==> config.mk <==
export PLATFORM = sky130hd
export DESIGN_NAME = cms_mask_bank
export DESIGN_NICKNAME = d
export VERILOG_FILES = /design/src/cms_pkg.sv /design/src/cms_mask_reg.sv /design/src/cms_int_pulse.sv /design/src/cms_mask_bank.sv
export SDC_FILE = /design/constraint.sdc
export NUM_CORES = 1
export LEC_CHECK = 0
export BUFFER_PORTS_ARGS = -buffer_cell sky130_fd_sc_hd__buf_4
export CORE_MARGIN = 2
export CORE_UTILIZATION = 25
export CTS_BUF_LIST = sky130_fd_sc_hd__clkbuf_16
export CTS_CLUSTER_SIZE = 28
export DETAILED_ROUTE_END_ITERATION = 8
export PLACE_DENSITY = 0.43
export SLEW_MARGIN = 10
export SYNTH_ARGS = -nofsm -noshare
export SYNTH_HDL_FRONTEND = slang
export SYNTH_HIERARCHICAL = 1
export SYNTH_SLANG_ARGS = --single-unit
==> constraint.sdc <==
create_clock -name SYS_CLK -period 2.49 [get_ports SYS_CLK]
set_input_delay 0.6225 -clock SYS_CLK [delete_from_list [all_inputs] [get_ports SYS_CLK]]
set_output_delay 0.6225 -clock SYS_CLK [all_outputs]
set_load 0.02 [all_outputs]
==> src/cms_pkg.sv <==
package cms_pkg;

  // ---------------------------------------------------------------------------
  // register offsets
  // ---------------------------------------------------------------------------
  localparam logic [7:0] TEMP_OTG_EVENT_MASK_ADDR     = 8'h2B;
  localparam logic [7:0] PROTECTION_FAULT_MASK_A_ADDR = 8'h2C;
  localparam logic [7:0] PROTECTION_FAULT_MASK_B_ADDR = 8'h2D;

  // ---------------------------------------------------------------------------
  // reset values and writable bits
  // ---------------------------------------------------------------------------
  localparam logic [7:0] MASK_RESET_VALUE   = 8'h00;
  localparam logic [7:0] TEMP_OTG_WR_BITS   = 8'h1F;
  localparam logic [7:0] FAULT_A_WR_BITS    = 8'hFF;
  localparam logic [7:0] FAULT_B_WR_BITS    = 8'hF4;

  // ---------------------------------------------------------------------------
  // field positions, temperature/otg mask
  // ---------------------------------------------------------------------------
  localparam int BATTERY_LOW_FOR_OTG_MASK_BIT = 4;
  localparam int THERMISTOR_COLD_MASK_BIT     = 3;
  localparam int THERMISTOR_COOL_MASK_BIT     = 2;
  localparam int THERMISTOR_WARM_MASK_BIT     = 1;
  localparam int THERMISTOR_HOT_MASK_BIT      = 0;

  // ---------------------------------------------------------------------------
  // field positions, fault mask a
  // ---------------------------------------------------------------------------
  localparam int CHARGE_CURRENT_REGULATION_MASK_BIT  = 7;
  localparam int INPUT_BUS_OVERVOLTAGE_MASK_BIT      = 6;
  localparam int BATTERY_OVERVOLTAGE_MASK_BIT        = 5;
  localparam int INPUT_OVERCURRENT_MASK_BIT          = 4;
  localparam int BATTERY_OVERCURRENT_MASK_BIT        = 3;
  localparam int CONVERTER_OVERCURRENT_MASK_BIT      = 2;
  localparam int SECOND_ADAPTER_OVERVOLTAGE_MASK_BIT = 1;
  localparam int FIRST_ADAPTER_OVERVOLTAGE_MASK_BIT  = 0;

  // ---------------------------------------------------------------------------
  // field positions, fault mask b
  // ---------------------------------------------------------------------------
  localparam int SYSTEM_RAIL_SHORT_MASK_BIT          = 7;
  localparam int SYSTEM_RAIL_OVERVOLTAGE_MASK_BIT    = 6;
  localparam int SOURCE_OUTPUT_OVERVOLTAGE_MASK_BIT  = 5;
  localparam int SOURCE_OUTPUT_UNDERVOLTAGE_MASK_BIT = 4;
  localparam int DIE_THERMAL_SHUTDOWN_MASK_BIT       = 2;

  // ---------------------------------------------------------------------------
  // timing
  // ---------------------------------------------------------------------------
  localparam int CLK_PERIOD_NS  = 40;
  localparam int INT_PULSE_NS   = 1000;
  localparam int INT_PULSE_CYC  = (INT_PULSE_NS + CLK_PERIOD_NS - 1) / CLK_PERIOD_NS;
  localparam int INT_CNT_W      = 5;

endpackage

==> src/cms_mask_reg.sv <==
`timescale 1ns/100ps
module cms_mask_reg
  import cms_pkg::*;
#(
  parameter logic [7:0] WR_BITS   = 8'hFF,
  parameter bit         WD_CLEARS = 1'b0
) (
  input  wire logic       clk,
  input  wire logic       rst,
  input  wire logic       reg_rst,
  input  wire logic       wd_expired,
  input  wire logic       wr_en,
  input  wire logic [7:0] wdata,
  output logic      [7:0] mask
);

  typedef struct packed {
    logic [7:0] mask;
  } cms_mreg_s;

  cms_mreg_s st_q;
  cms_mreg_s st_d;

  // register reset beats watchdog, watchdog beats a write in the same cycle
  always_comb begin
    st_d = st_q;
    if (reg_rst) begin
      st_d.mask = MASK_RESET_VALUE;
    end else if (WD_CLEARS && wd_expired) begin
      st_d.mask = MASK_RESET_VALUE;
    end else if (wr_en) begin
      st_d.mask = wdata & WR_BITS;
    end
  end

  always_ff @(posedge clk or posedge rst) begin
    if (rst) begin
      st_q <= '0;
    end else begin
      st_q <= st_d;
    end
  end

  assign mask = st_q.mask;

endmodule

==> src/cms_int_pulse.sv <==
`timescale 1ns/100ps
module cms_int_pulse
  import cms_pkg::*;
(
  input  wire logic clk,
  input  wire logic rst,
  input  wire logic trigger,
  output logic      int_n
);

  typedef struct packed {
    logic                 int_n;
    logic [INT_CNT_W-1:0] cnt;
  } cms_pulse_s;

  cms_pulse_s st_q;
  cms_pulse_s st_d;

  // a new event while low restarts the count, so bursts merge into one pulse
  always_comb begin
    st_d = st_q;
    if (trigger) begin
      st_d.int_n = 1'b0;
      st_d.cnt   = INT_CNT_W'(INT_PULSE_CYC - 1);
    end else if (st_q.cnt != '0) begin
      st_d.cnt = st_q.cnt - 1'b1;
    end else begin
      st_d.int_n = 1'b1;
    end
  end

  always_ff @(posedge clk or posedge rst) begin
    if (rst) begin
      st_q <= '{int_n: 1'b1, cnt: '0};
    end else begin
      st_q <= st_d;
    end
  end

  assign int_n = st_q.int_n;

endmodule

==> src/cms_mask_bank.sv <==
`timescale 1ns/100ps
// Notes on behaviour
// - temp/otg bit 4 clear lets battery-too-low-for-otg event pulse the interrupt.
// - temp/otg bit 3 gates cold crossing; watchdog or register reset clears it.
// - temp/otg bit 2 gates cool crossing: 0 passes, 1 blocks.
// - temp/otg bit 1 gates warm crossing: 0 passes, 1 blocks.
// - temp/otg bit 0 gates hot crossing: 0 passes, 1 blocks.
// - fault a bit 7 gates charge regulation entry/exit; fault masks survive watchdog.
// - fault a bit 6 gates input bus over-voltage.
// - fault a bit 5 gates battery over-voltage.
// - fault a bit 4 gates input over-current.
// - fault a bit 3 gates battery over-current.
// - fault a bit 2 gates converter over-current.
// - fault a bit 1 gates second adapter over-voltage.
// - fault a bit 0 gates first adapter over-voltage.
// - fault b bit 7 gates system rail short.
// - fault b bit 6 gates system rail over-voltage.
// - fault b bit 5 gates source output over-voltage.
// - fault b bit 4 gates source output under-voltage.
// - fault b bit 2 gates die thermal shutdown; bits 1..0 read zero.
module cms_mask_bank
  import cms_pkg::*;
(
  input  wire logic       SYS_CLK,
  input  wire logic       SYS_RST,
  input  wire logic       REG_RST,
  input  wire logic       WATCHDOG_EXPIRED,
  input  wire logic [7:0] REG_ADDR,
  input  wire logic [7:0] REG_WDATA,
  input  wire logic       REG_WR,
  input  wire logic       REG_RD,
  input  wire logic [7:0] EVT_TEMP_OTG,
  input  wire logic [7:0] EVT_FAULT_A,
  input  wire logic [7:0] EVT_FAULT_B,
  output logic      [7:0] REG_RDATA,
  output logic            INT_N
);

  // ---------------------------------------------------------------------------
  // state
  // ---------------------------------------------------------------------------
  typedef struct packed {
    logic [7:0]           rdata;
    logic [INT_CNT_W-1:0] pulse_ref;
  } cms_top_s;

  cms_top_s   st_q;
  cms_top_s   st_d;
  logic [7:0] temp_mask;
  logic [7:0] fault_a_mask;
  logic [7:0] fault_b_mask;
  logic       wr_temp;
  logic       wr_fault_a;
  logic       wr_fault_b;
  logic [7:0] pass_temp;
  logic [7:0] pass_fault_a;
  logic [7:0] pass_fault_b;
  logic       trigger;

  function automatic logic hit(input logic [7:0] addr, input logic [7:0] reg_addr);
    hit = (addr == reg_addr);
  endfunction

  function automatic logic [7:0] gate(input logic [7:0] evt, input logic [7:0] mask,
                                      input logic [7:0] keep);
    gate = evt & ~mask & keep;
  endfunction

  // ---------------------------------------------------------------------------
  // write decode
  // ---------------------------------------------------------------------------
  assign wr_temp    = REG_WR && hit(REG_ADDR, TEMP_OTG_EVENT_MASK_ADDR);
  assign wr_fault_a = REG_WR && hit(REG_ADDR, PROTECTION_FAULT_MASK_A_ADDR);
  assign wr_fault_b = REG_WR && hit(REG_ADDR, PROTECTION_FAULT_MASK_B_ADDR);

  // reserved bits are never stored, so they read back as zero
  cms_mask_reg #(
    .WR_BITS   (TEMP_OTG_WR_BITS),
    .WD_CLEARS (1'b1)
  ) u_temp_mask (
    .clk        (SYS_CLK),
    .rst        (SYS_RST),
    .reg_rst    (REG_RST),
    .wd_expired (WATCHDOG_EXPIRED),
    .wr_en      (wr_temp),
    .wdata      (REG_WDATA),
    .mask       (temp_mask)
  );

  cms_mask_reg #(
    .WR_BITS   (FAULT_A_WR_BITS),
    .WD_CLEARS (1'b0)
  ) u_fault_a_mask (
    .clk        (SYS_CLK),
    .rst        (SYS_RST),
    .reg_rst    (REG_RST),
    .wd_expired (WATCHDOG_EXPIRED),
    .wr_en      (wr_fault_a),
    .wdata      (REG_WDATA),
    .mask       (fault_a_mask)
  );

  cms_mask_reg #(
    .WR_BITS   (FAULT_B_WR_BITS),
    .WD_CLEARS (1'b0)
  ) u_fault_b_mask (
    .clk        (SYS_CLK),
    .rst        (SYS_RST),
    .reg_rst    (REG_RST),
    .wd_expired (WATCHDOG_EXPIRED),
    .wr_en      (wr_fault_b),
    .wdata      (REG_WDATA),
    .mask       (fault_b_mask)
  );

  // ---------------------------------------------------------------------------
  // event gating
  // ---------------------------------------------------------------------------
  // events on reserved positions are dropped by the writable-bit masks
  assign pass_temp    = gate(EVT_TEMP_OTG,
                             temp_mask,
                             TEMP_OTG_WR_BITS);
  assign pass_fault_a = gate(EVT_FAULT_A,
                             fault_a_mask,
                             FAULT_A_WR_BITS);
  assign pass_fault_b = gate(EVT_FAULT_B,
                             fault_b_mask,
                             FAULT_B_WR_BITS);
  assign trigger      = (|pass_temp) || (|pass_fault_a) || (|pass_fault_b);

  cms_int_pulse u_int_pulse (
    .clk     (SYS_CLK),
    .rst     (SYS_RST),
    .trigger (trigger),
    .int_n   (INT_N)
  );

  // ---------------------------------------------------------------------------
  // read path
  // ---------------------------------------------------------------------------
  // read data holds until the next read; unmapped offsets answer zero
  always_comb begin
    st_d = st_q;
    if (REG_RD) begin
      if (hit(REG_ADDR, TEMP_OTG_EVENT_MASK_ADDR)) begin
        st_d.rdata = temp_mask;
      end else if (hit(REG_ADDR, PROTECTION_FAULT_MASK_A_ADDR)) begin
        st_d.rdata = fault_a_mask;
      end else if (hit(REG_ADDR, PROTECTION_FAULT_MASK_B_ADDR)) begin
        st_d.rdata = fault_b_mask;
      end else begin
        st_d.rdata = 8'h00;
      end
    end
    // checker reference only: low cycles still owed since the last qualifying event
    if (trigger) begin
      st_d.pulse_ref = INT_CNT_W'(INT_PULSE_CYC);
    end else if (st_q.pulse_ref != '0) begin
      st_d.pulse_ref = st_q.pulse_ref - 1'b1;
    end
  end

  always_ff @(posedge SYS_CLK or posedge SYS_RST) begin
    if (SYS_RST) begin
      st_q <= '0;
    end else begin
      st_q <= st_d;
    end
  end

  assign REG_RDATA = st_q.rdata;

  // ---------------------------------------------------------------------------
  // checks
  // ---------------------------------------------------------------------------
  property p_otg_low_pass;
    @(posedge SYS_CLK) disable iff (SYS_RST)
      EVT_TEMP_OTG[BATTERY_LOW_FOR_OTG_MASK_BIT] && !temp_mask[BATTERY_LOW_FOR_OTG_MASK_BIT]
      |=> !INT_N;
  endproperty
  a_otg_low_pass: assert property (p_otg_low_pass) else $error("otg low event lost");

  property p_wd_clears_temp;
    @(posedge SYS_CLK) disable iff (SYS_RST)
      WATCHDOG_EXPIRED |=> temp_mask == 8'h00;
  endproperty
  a_wd_clears_temp: assert property (p_wd_clears_temp) else $error("wd left temp mask");

  property p_temp_pass;
    @(posedge SYS_CLK) disable iff (SYS_RST)
      (EVT_TEMP_OTG[3:0] & ~temp_mask[3:0]) != 4'h0 |=> !INT_N ##1 !INT_N;
  endproperty
  a_temp_pass: assert property (p_temp_pass) else $error("thermistor event lost");

  property p_wd_keeps_fault;
    @(posedge SYS_CLK) disable iff (SYS_RST)
      WATCHDOG_EXPIRED && !REG_RST && !REG_WR
      |=> fault_a_mask == $past(fault_a_mask) && fault_b_mask == $past(fault_b_mask);
  endproperty
  a_wd_keeps_fault: assert property (p_wd_keeps_fault) else $error("wd hit fault mask");

  property p_reg_rst_clears;
    @(posedge SYS_CLK) disable iff (SYS_RST)
      REG_RST |=> (temp_mask | fault_a_mask | fault_b_mask) == 8'h00;
  endproperty
  a_reg_rst_clears: assert property (p_reg_rst_clears) else $error("reset left a mask");

  property p_fault_a_pass;
    @(posedge SYS_CLK) disable iff (SYS_RST)
      (EVT_FAULT_A & ~fault_a_mask) != 8'h00 |=> !INT_N;
  endproperty
  a_fault_a_pass: assert property (p_fault_a_pass) else $error("fault a event lost");

  property p_fault_b_pass;
    @(posedge SYS_CLK) disable iff (SYS_RST)
      (EVT_FAULT_B & ~fault_b_mask & FAULT_B_WR_BITS) != 8'h00 |=> !INT_N;
  endproperty
  a_fault_b_pass: assert property (p_fault_b_pass) else $error("fault b event lost");

  property p_reserved_zero;
    @(posedge SYS_CLK) disable iff (SYS_RST)
      temp_mask[7:5] == 3'h0 && fault_b_mask[3] == 1'b0 && fault_b_mask[1:0] == 2'h0;
  endproperty
  a_reserved_zero: assert property (p_reserved_zero) else $error("reserved bit set");

  property p_quiet_stays_high;
    @(posedge SYS_CLK) disable iff (SYS_RST)
      INT_N && !trigger |=> INT_N;
  endproperty
  a_quiet_stays_high: assert property (p_quiet_stays_high) else $error("spurious pulse");

  property p_pulse_width;
    @(posedge SYS_CLK) disable iff (SYS_RST)
      $fell(INT_N) |-> !INT_N [*8];
  endproperty
  a_pulse_width: assert property (p_pulse_width) else $error("pulse too short");

  property p_pulse_ends;
    @(posedge SYS_CLK) disable iff (SYS_RST)
      st_q.pulse_ref == '0 |-> INT_N;
  endproperty
  a_pulse_ends: assert property (p_pulse_ends) else $error("pulse never ends");

  property p_pulse_holds;
    @(posedge SYS_CLK) disable iff (SYS_RST)
      st_q.pulse_ref != '0 |-> !INT_N;
  endproperty
  a_pulse_holds: assert property (p_pulse_holds) else $error("pulse cut short");

  property p_cold_pass;
    @(posedge SYS_CLK) disable iff (SYS_RST)
      EVT_TEMP_OTG[THERMISTOR_COLD_MASK_BIT] && !temp_mask[THERMISTOR_COLD_MASK_BIT]
      |=> !INT_N;
  endproperty
  a_cold_pass: assert property (p_cold_pass) else $error("cold event lost");

  property p_warm_pass;
    @(posedge SYS_CLK) disable iff (SYS_RST)
      EVT_TEMP_OTG[THERMISTOR_WARM_MASK_BIT] && !temp_mask[THERMISTOR_WARM_MASK_BIT]
      |=> !INT_N;
  endproperty
  a_warm_pass: assert property (p_warm_pass) else $error("warm event lost");

  property p_hot_pass;
    @(posedge SYS_CLK) disable iff (SYS_RST)
      EVT_TEMP_OTG[THERMISTOR_HOT_MASK_BIT] && !temp_mask[THERMISTOR_HOT_MASK_BIT]
      |=> !INT_N;
  endproperty
  a_hot_pass: assert property (p_hot_pass) else $error("hot event lost");

  property p_batt_ov_pass;
    @(posedge SYS_CLK) disable iff (SYS_RST)
      EVT_FAULT_A[BATTERY_OVERVOLTAGE_MASK_BIT] && !fault_a_mask[BATTERY_OVERVOLTAGE_MASK_BIT]
      |=> !INT_N;
  endproperty
  a_batt_ov_pass: assert property (p_batt_ov_pass) else $error("battery ov lost");

  property p_source_ov_pass;
    @(posedge SYS_CLK) disable iff (SYS_RST)
      EVT_FAULT_B[SOURCE_OUTPUT_OVERVOLTAGE_MASK_BIT]
      && !fault_b_mask[SOURCE_OUTPUT_OVERVOLTAGE_MASK_BIT] |=> !INT_N;
  endproperty
  a_source_ov_pass: assert property (p_source_ov_pass) else $error("source ov lost");

  property p_source_uv_pass;
    @(posedge SYS_CLK) disable iff (SYS_RST)
      EVT_FAULT_B[SOURCE_OUTPUT_UNDERVOLTAGE_MASK_BIT]
      && !fault_b_mask[SOURCE_OUTPUT_UNDERVOLTAGE_MASK_BIT] |=> !INT_N;
  endproperty
  a_source_uv_pass: assert property (p_source_uv_pass) else $error("source uv lost");

  property p_cool_blocked;
    @(posedge SYS_CLK) disable iff (SYS_RST)
      INT_N && temp_mask[THERMISTOR_COOL_MASK_BIT]
      && EVT_FAULT_A == 8'h00 && EVT_FAULT_B == 8'h00
      && EVT_TEMP_OTG == (8'h01 << THERMISTOR_COOL_MASK_BIT) |=> INT_N;
  endproperty
  a_cool_blocked: assert property (p_cool_blocked) else $error("masked cool event passed");

  property p_rdata_hold;
    @(posedge SYS_CLK) disable iff (SYS_RST)
      !REG_RD |=> $stable(REG_RDATA);
  endproperty
  a_rdata_hold: assert property (p_rdata_hold) else $error("read data moved");

  property p_temp_write;
    @(posedge SYS_CLK) disable iff (SYS_RST)
      REG_WR && REG_ADDR == TEMP_OTG_EVENT_MASK_ADDR && !REG_RST && !WATCHDOG_EXPIRED
      |=> temp_mask == ($past(REG_WDATA) & TEMP_OTG_WR_BITS);
  endproperty
  a_temp_write: assert property (p_temp_write) else $error("temp mask write wrong");

  property p_readback_b;
    @(posedge SYS_CLK) disable iff (SYS_RST)
      REG_RD && REG_ADDR == PROTECTION_FAULT_MASK_B_ADDR |=> REG_RDATA == $past(fault_b_mask);
  endproperty
  a_readback_b: assert property (p_readback_b) else $error("fault b readback wrong");

endmodule

---- After elaboration in Yosys (flattened, before gate mapping) ----
Cells that the tools add are included.
storage, ports and cells
  bits in registers ....................... 38
  bits of input ports ..................... 46
cells by class
  reductions and logical operators ........ 13
  add/sub/neg operators ................... 1
  equality and inequality tests ........... 4
  mux-type cells .......................... 13
  bitwise operators ....................... 6
operators by type and width
  kind                                                                number
  8-bit two-way mux                                                   10
  8-bit by 6-bit == test with 1-bit output, second input constant     3
  8-bit AND                                                           2
  8-bit NOT                                                           2
  5-bit OR reduction                                                  2
  8-bit OR reduction                                                  1
  6-bit two-way mux                                                   1
  2-bit nonzero test                                                  3
  5-bit AND                                                           1
  5-bit two-way mux                                                   1
  5-bit NOT                                                           1
  5-bit nonzero test                                                  1
  5-bit by 1-bit subtractor with 5-bit output, second input constant  1
  1-bit logical AND                                                   3
  3-bit nonzero test                                                  1
  1-bit logical OR                                                    2
  2-bit != test, second input constant                                1
  1-bit two-way mux                                                   1

---- Longest topological paths before layout ----
  depth in word-level cells ............... 6
  mapped depth ............................ 7
  gate-level depth less buffers ........... 6

---- Hierarchy ----
Netlist, hierarchy kept.
modules (own cells, without submodules)
  module                         area an instance (um^2)  cells each  times used
  cms_mask_bank                  694.4                    91          1
  cms_int_pulse                  359.1                    31          1
  cms_mask_reg (u_fault_a_mask)  329.1                    27          1
  cms_mask_reg (u_temp_mask)     241.5                    21          1
  cms_mask_reg (u_fault_b_mask)  235.2                    21          1

---- Worst setup path after synthesis ----
No wires, ideal clock.
  path kind ............................... in2reg
  start ................................... in EVT_TEMP_OTG[4]
  end ..................................... reg u_int_pulse/st_q[2] (netlist bit)
  setup time .............................. 0.082 ns
  path slack .............................. 0.570 ns
  required time ........................... 2.408 ns
  buffers on the path ..................... 1
  arrival ................................. 1.837 ns
  stages on the path ...................... 7
  cell sequence ........................... nand2b_1 -> o2111ai_1 -> nor4_1 -> o2111ai_1 -> buf_6 -> or3b_2 -> o22ai_1
between the ends
  longest elaborated chain between the ends .. 5
  elaborated cells on any way between the ends .. 6
RTL lines
  element                                                         line                  RTL
  start, declared                                                 cms_mask_bank.sv:32   input wire logic [7:0] EVT_TEMP_OTG,
  5-bit AND (*)                                                   cms_mask_bank.sv:66   gate = evt & ~mask & keep;
  5-bit OR reduction (*)                                          cms_mask_bank.sv:129  assign trigger = (|pass_temp) || (|pass_fault_a) || (|pass_fault_b);
  1-bit logical OR (*) (2 in a row)                               cms_mask_bank.sv:129
  named net trigger                                               cms_mask_bank.sv:58   logic trigger;
  6-bit two-way mux / 2-bit nonzero test (equally long branches)  n/a
  end signal, assigned                                            cms_int_pulse.sv:34   st_q <= '{int_n: 1'b1, cnt: '0};
  end signal, assigned                                            cms_int_pulse.sv:36   st_q <= st_d;
  end, declared                                                   cms_int_pulse.sv:16   cms_pulse_s st_q;
Mark *: on every way through the listed nets, which the timed path passes. The rest lies on a longest branch.
A chain may end at the register's enable or synchronous reset.

---- Worst setup path in the final report ----
  start ................................... in EVT_FAULT_A[2]
  end ..................................... reg u_int_pulse/st_q[2] (netlist bit)
between the ends
  longest elaborated chain between the ends .. 5
  elaborated cells on any way between the ends .. 6
RTL lines
  element                                                         line                  RTL
  start, declared                                                 cms_mask_bank.sv:33   input wire logic [7:0] EVT_FAULT_A,
  8-bit AND (*)                                                   cms_mask_bank.sv:66
  8-bit OR reduction (*)                                          cms_mask_bank.sv:129
  1-bit logical OR (*) (2 in a row)                               cms_mask_bank.sv:129
  named net trigger                                               cms_mask_bank.sv:58
  6-bit two-way mux / 2-bit nonzero test (equally long branches)  n/a
Marks and branches as above.

==> flow_summary.json <==
{
  "yosysWarnings": 6,
  "seq_area_frac_synth_pct": 43.14,
  "final_common_cell": "buf_4",
  "required_ps": 2680,
  "htreeDepth": 2,
  "arrival_ps": 2080,
  "detail-route-antenna-nets": 0,
  "fp.dieH_um": 90.24,
  "path_clk_slew_ps": 50,
  "crit_type": "input pin to flop",
  "grt_usage_pct": 12.32,
  "synth_top_area_share_pct": 41.72,
  "netlist_instances": 191,
  "finalMaxSlewViolations": 0,
  "start_util_pct": 25.77,
  "antenna_found_initial": 0,
  "crit_path_max_fanout": 2,
  "drive_gt1_share_pct": 29.22,
  "post_cts_buffers": 0,
  "fin_crit_ps": 1892,
  "rsz0062_at_grt": "no",
  "grt_pass1_vias": 1510,
  "synth_area_per_cell_um2": 9.734,
  "async_reset_ff_share_pct": 100.0,
  "setup_violations": 0,
  "power_uw": 1306,
  "vias": 1532,
  "min-delay-path-class": "input pin to asynchronous set/reset pin",
  "synth_edf_count": 0,
  "layout_common_cells": "54 x buf_4, 31 x dfrtp_1, 27 x inv_1",
  "ys.flop_type": "dfrtp_1",
  "r2r-end": "u_int_pulse/st_q[2]",
  "postCtsHoldBufs": 0,
  "tns_ps": 0,
  "worstReg2RegStart": "u_temp_mask/mask[1]",
  "drt-wirelength-per-cell_um": 14.16,
  "cts_buffer_depth": 2,
  "core_um2": 7214,
  "cts_resized": 0,
  "hpwl_um": 3854,
  "cap_violations": 0,
  "grt_max_degree": 19,
  "final_util_pct": 34.06,
  "drtIter0Drc": 89,
  "max_freq_ghz": 0.5284,
  "root_buffer": "clkbuf_16",
  "synth_cell_type_count": 38,
  "period_share_pct": 76.00,
  "viasPerCell": 4.480,
  "yosys-top-cells-area": "dfrtp_1 42%, mux2i_1 10%, inv_1 5.5%",
  "die_x_um": 90.24,
  "timing.final.hold_violations": 0,
  "antennaDiodeCount": 0,
  "clk_latency_ps": 270,
  "detail_route.first_pass.iterations": 4,
  "ys_ff_latch": 32,
  "rrSetupSlack_ps": 620,
  "cp-start-kind": "input pin",
  "areaGrowthSynthToFinish_pct": 32.17,
  "grt_pass1_wl_um": 7900,
  "drc_errors": 0,
  "cts_buffers": 5,
  "grt.overflow.total": 0,
  "status": "finished, final reports clean",
  "p_leak_uw": 0.001100,
  "gp_congestion": 0.7327,
  "yosysTopAreaCell": "dfrtp_1",
  "ir_drop_v": 0.0002547,
  "nFillCells": 770,
  "endpoint_kind": "flop",
  "finClkSkew_ps": 9.270,
  "drt_wl_total_um": 4842,
  "power_density_nw_per_um2": 531.6,
  "rows": 31,
  "cts_tree": "built",
  "portBuffers": 48,
  "nNetsFinal": 290,
  "cts.sink_count": 32,
  "dieArea_um2": 8143,
  "netlist_area_um2": 1859,
  "io_pins": 55,
  "r2r_cells": 6
}
[worst max-delay path, cell delays in order]
cell and delay (ps):
buf_4 110, inv_1 80, o22ai_1 90, nor4_1 390, o2111ai_1 200, or3b_2 470
o22ai_1 130
[sequential cells by signal (all words and copies together) (netlist names)]
signal               cells
u_int_pulse/int_n        1
u_fault_b_mask/mask      5
u_int_pulse/st_q         5
u_fault_a_mask/mask      8
REG_RDATA                8
u_temp_mask/mask         5
[power by group]
group	switching, uW	internal [uW]	leakage (uW)
clock	210	464	0.0000789
combinational	53.4	56.5	0.000588
sequential	0.627	522	0.000433
[cell type report]
type | count | area (um2) | area share, %
Clock inverter | 3 | 37.54 | 1.527
Timing Repair Buffer | 54 | 405.4 | 16.50
Inverter | 27 | 101.3 | 4.124
Tap cell | 99 | 123.9 | 5.041
Multi-Input combinational cell | 122 | 862.1 | 35.08
Sequential cell | 32 | 802.0 | 32.64
Clock buffer | 5 | 125.1 | 5.092
[synthesized netlist by cell type, drive strengths merged, types with 2 or more instances]
library cell  instances
dfrtp                31
inv                  27
mux2i                19
nor2                 19
buf                  12
o22ai                12
nand2b                9
a21oi                 8
a2bb2oi               8
o21ai                 8
nor3                  5
o2111ai               3
clkbuf                2
conb                  2
ha                    2
mux2                  2
nor2b                 2
nor3b                 2
nor4                  2
o21ba                 2
[metal layers]
metal / up-vias / share of wire [%] / wire, um / global-route usage, %
met2: 30 / 45 / 2156 / 18.67
met5: - / 0 / 0 / 0
li1: 753 / - / - / -
met1: 747 / 51 / 2456 / 17.35
met3: 2 / 4.1 / 200 / 3.185
met4: 0 / 0.56 / 27 / 3.462
[how the worst max path moves through the flow]
stage / startpoint / slack, ps / to / cells past startpoint
global placement: EVT_FAULT_A[2] / 350 / u_int_pulse/st_q[2] / 7
detailed placement: EVT_FAULT_A[7] / 340 / u_int_pulse/st_q[2] / 7
finish: EVT_FAULT_A[2] / 600 / u_int_pulse/st_q[2] / 7
floorplan: EVT_TEMP_OTG[4] / 570 / u_int_pulse/st_q[2] / 7
global route: u_temp_mask/mask[4] / 500 / u_int_pulse/st_q[2] / 6
CTS: EVT_FAULT_A[2] / 600 / u_int_pulse/st_q[2] / 7
[kinds of logic (layout without fill, tap and decap cells)]
group,count (synthesis),after routing,synth area share (%)
simple gates,49,49,16.28
buf+inv,41,89,11.31
other cells,2,6,0.4039
mux,21,21,11.44
flops,32,32,43.14
fa+ha+maj,2,2,1.346
compound gates,44,44,16.08
[through the flow]
| stage | hold WS [ps] | instance area, um2 | instances | setup WS (ps) |
|---|---|---|---|---|
| after floorplan | 401.0 | 1874 | 195 | 570.3 |
| after global placement | 522.0 | 2295 | 334 | 349.5 |
| after detailed placement | 522.4 | 2295 | 334 | 335.3 |
| after CTS | 292.4 | 2457 | 342 | 603.3 |
| after global routing | 303.7 | 2457 | 342 | 500.7 |
| final | 289.4 | 2457 | 342 | 597.5 |
No activity file was read; power rests on OpenSTA's default activity.
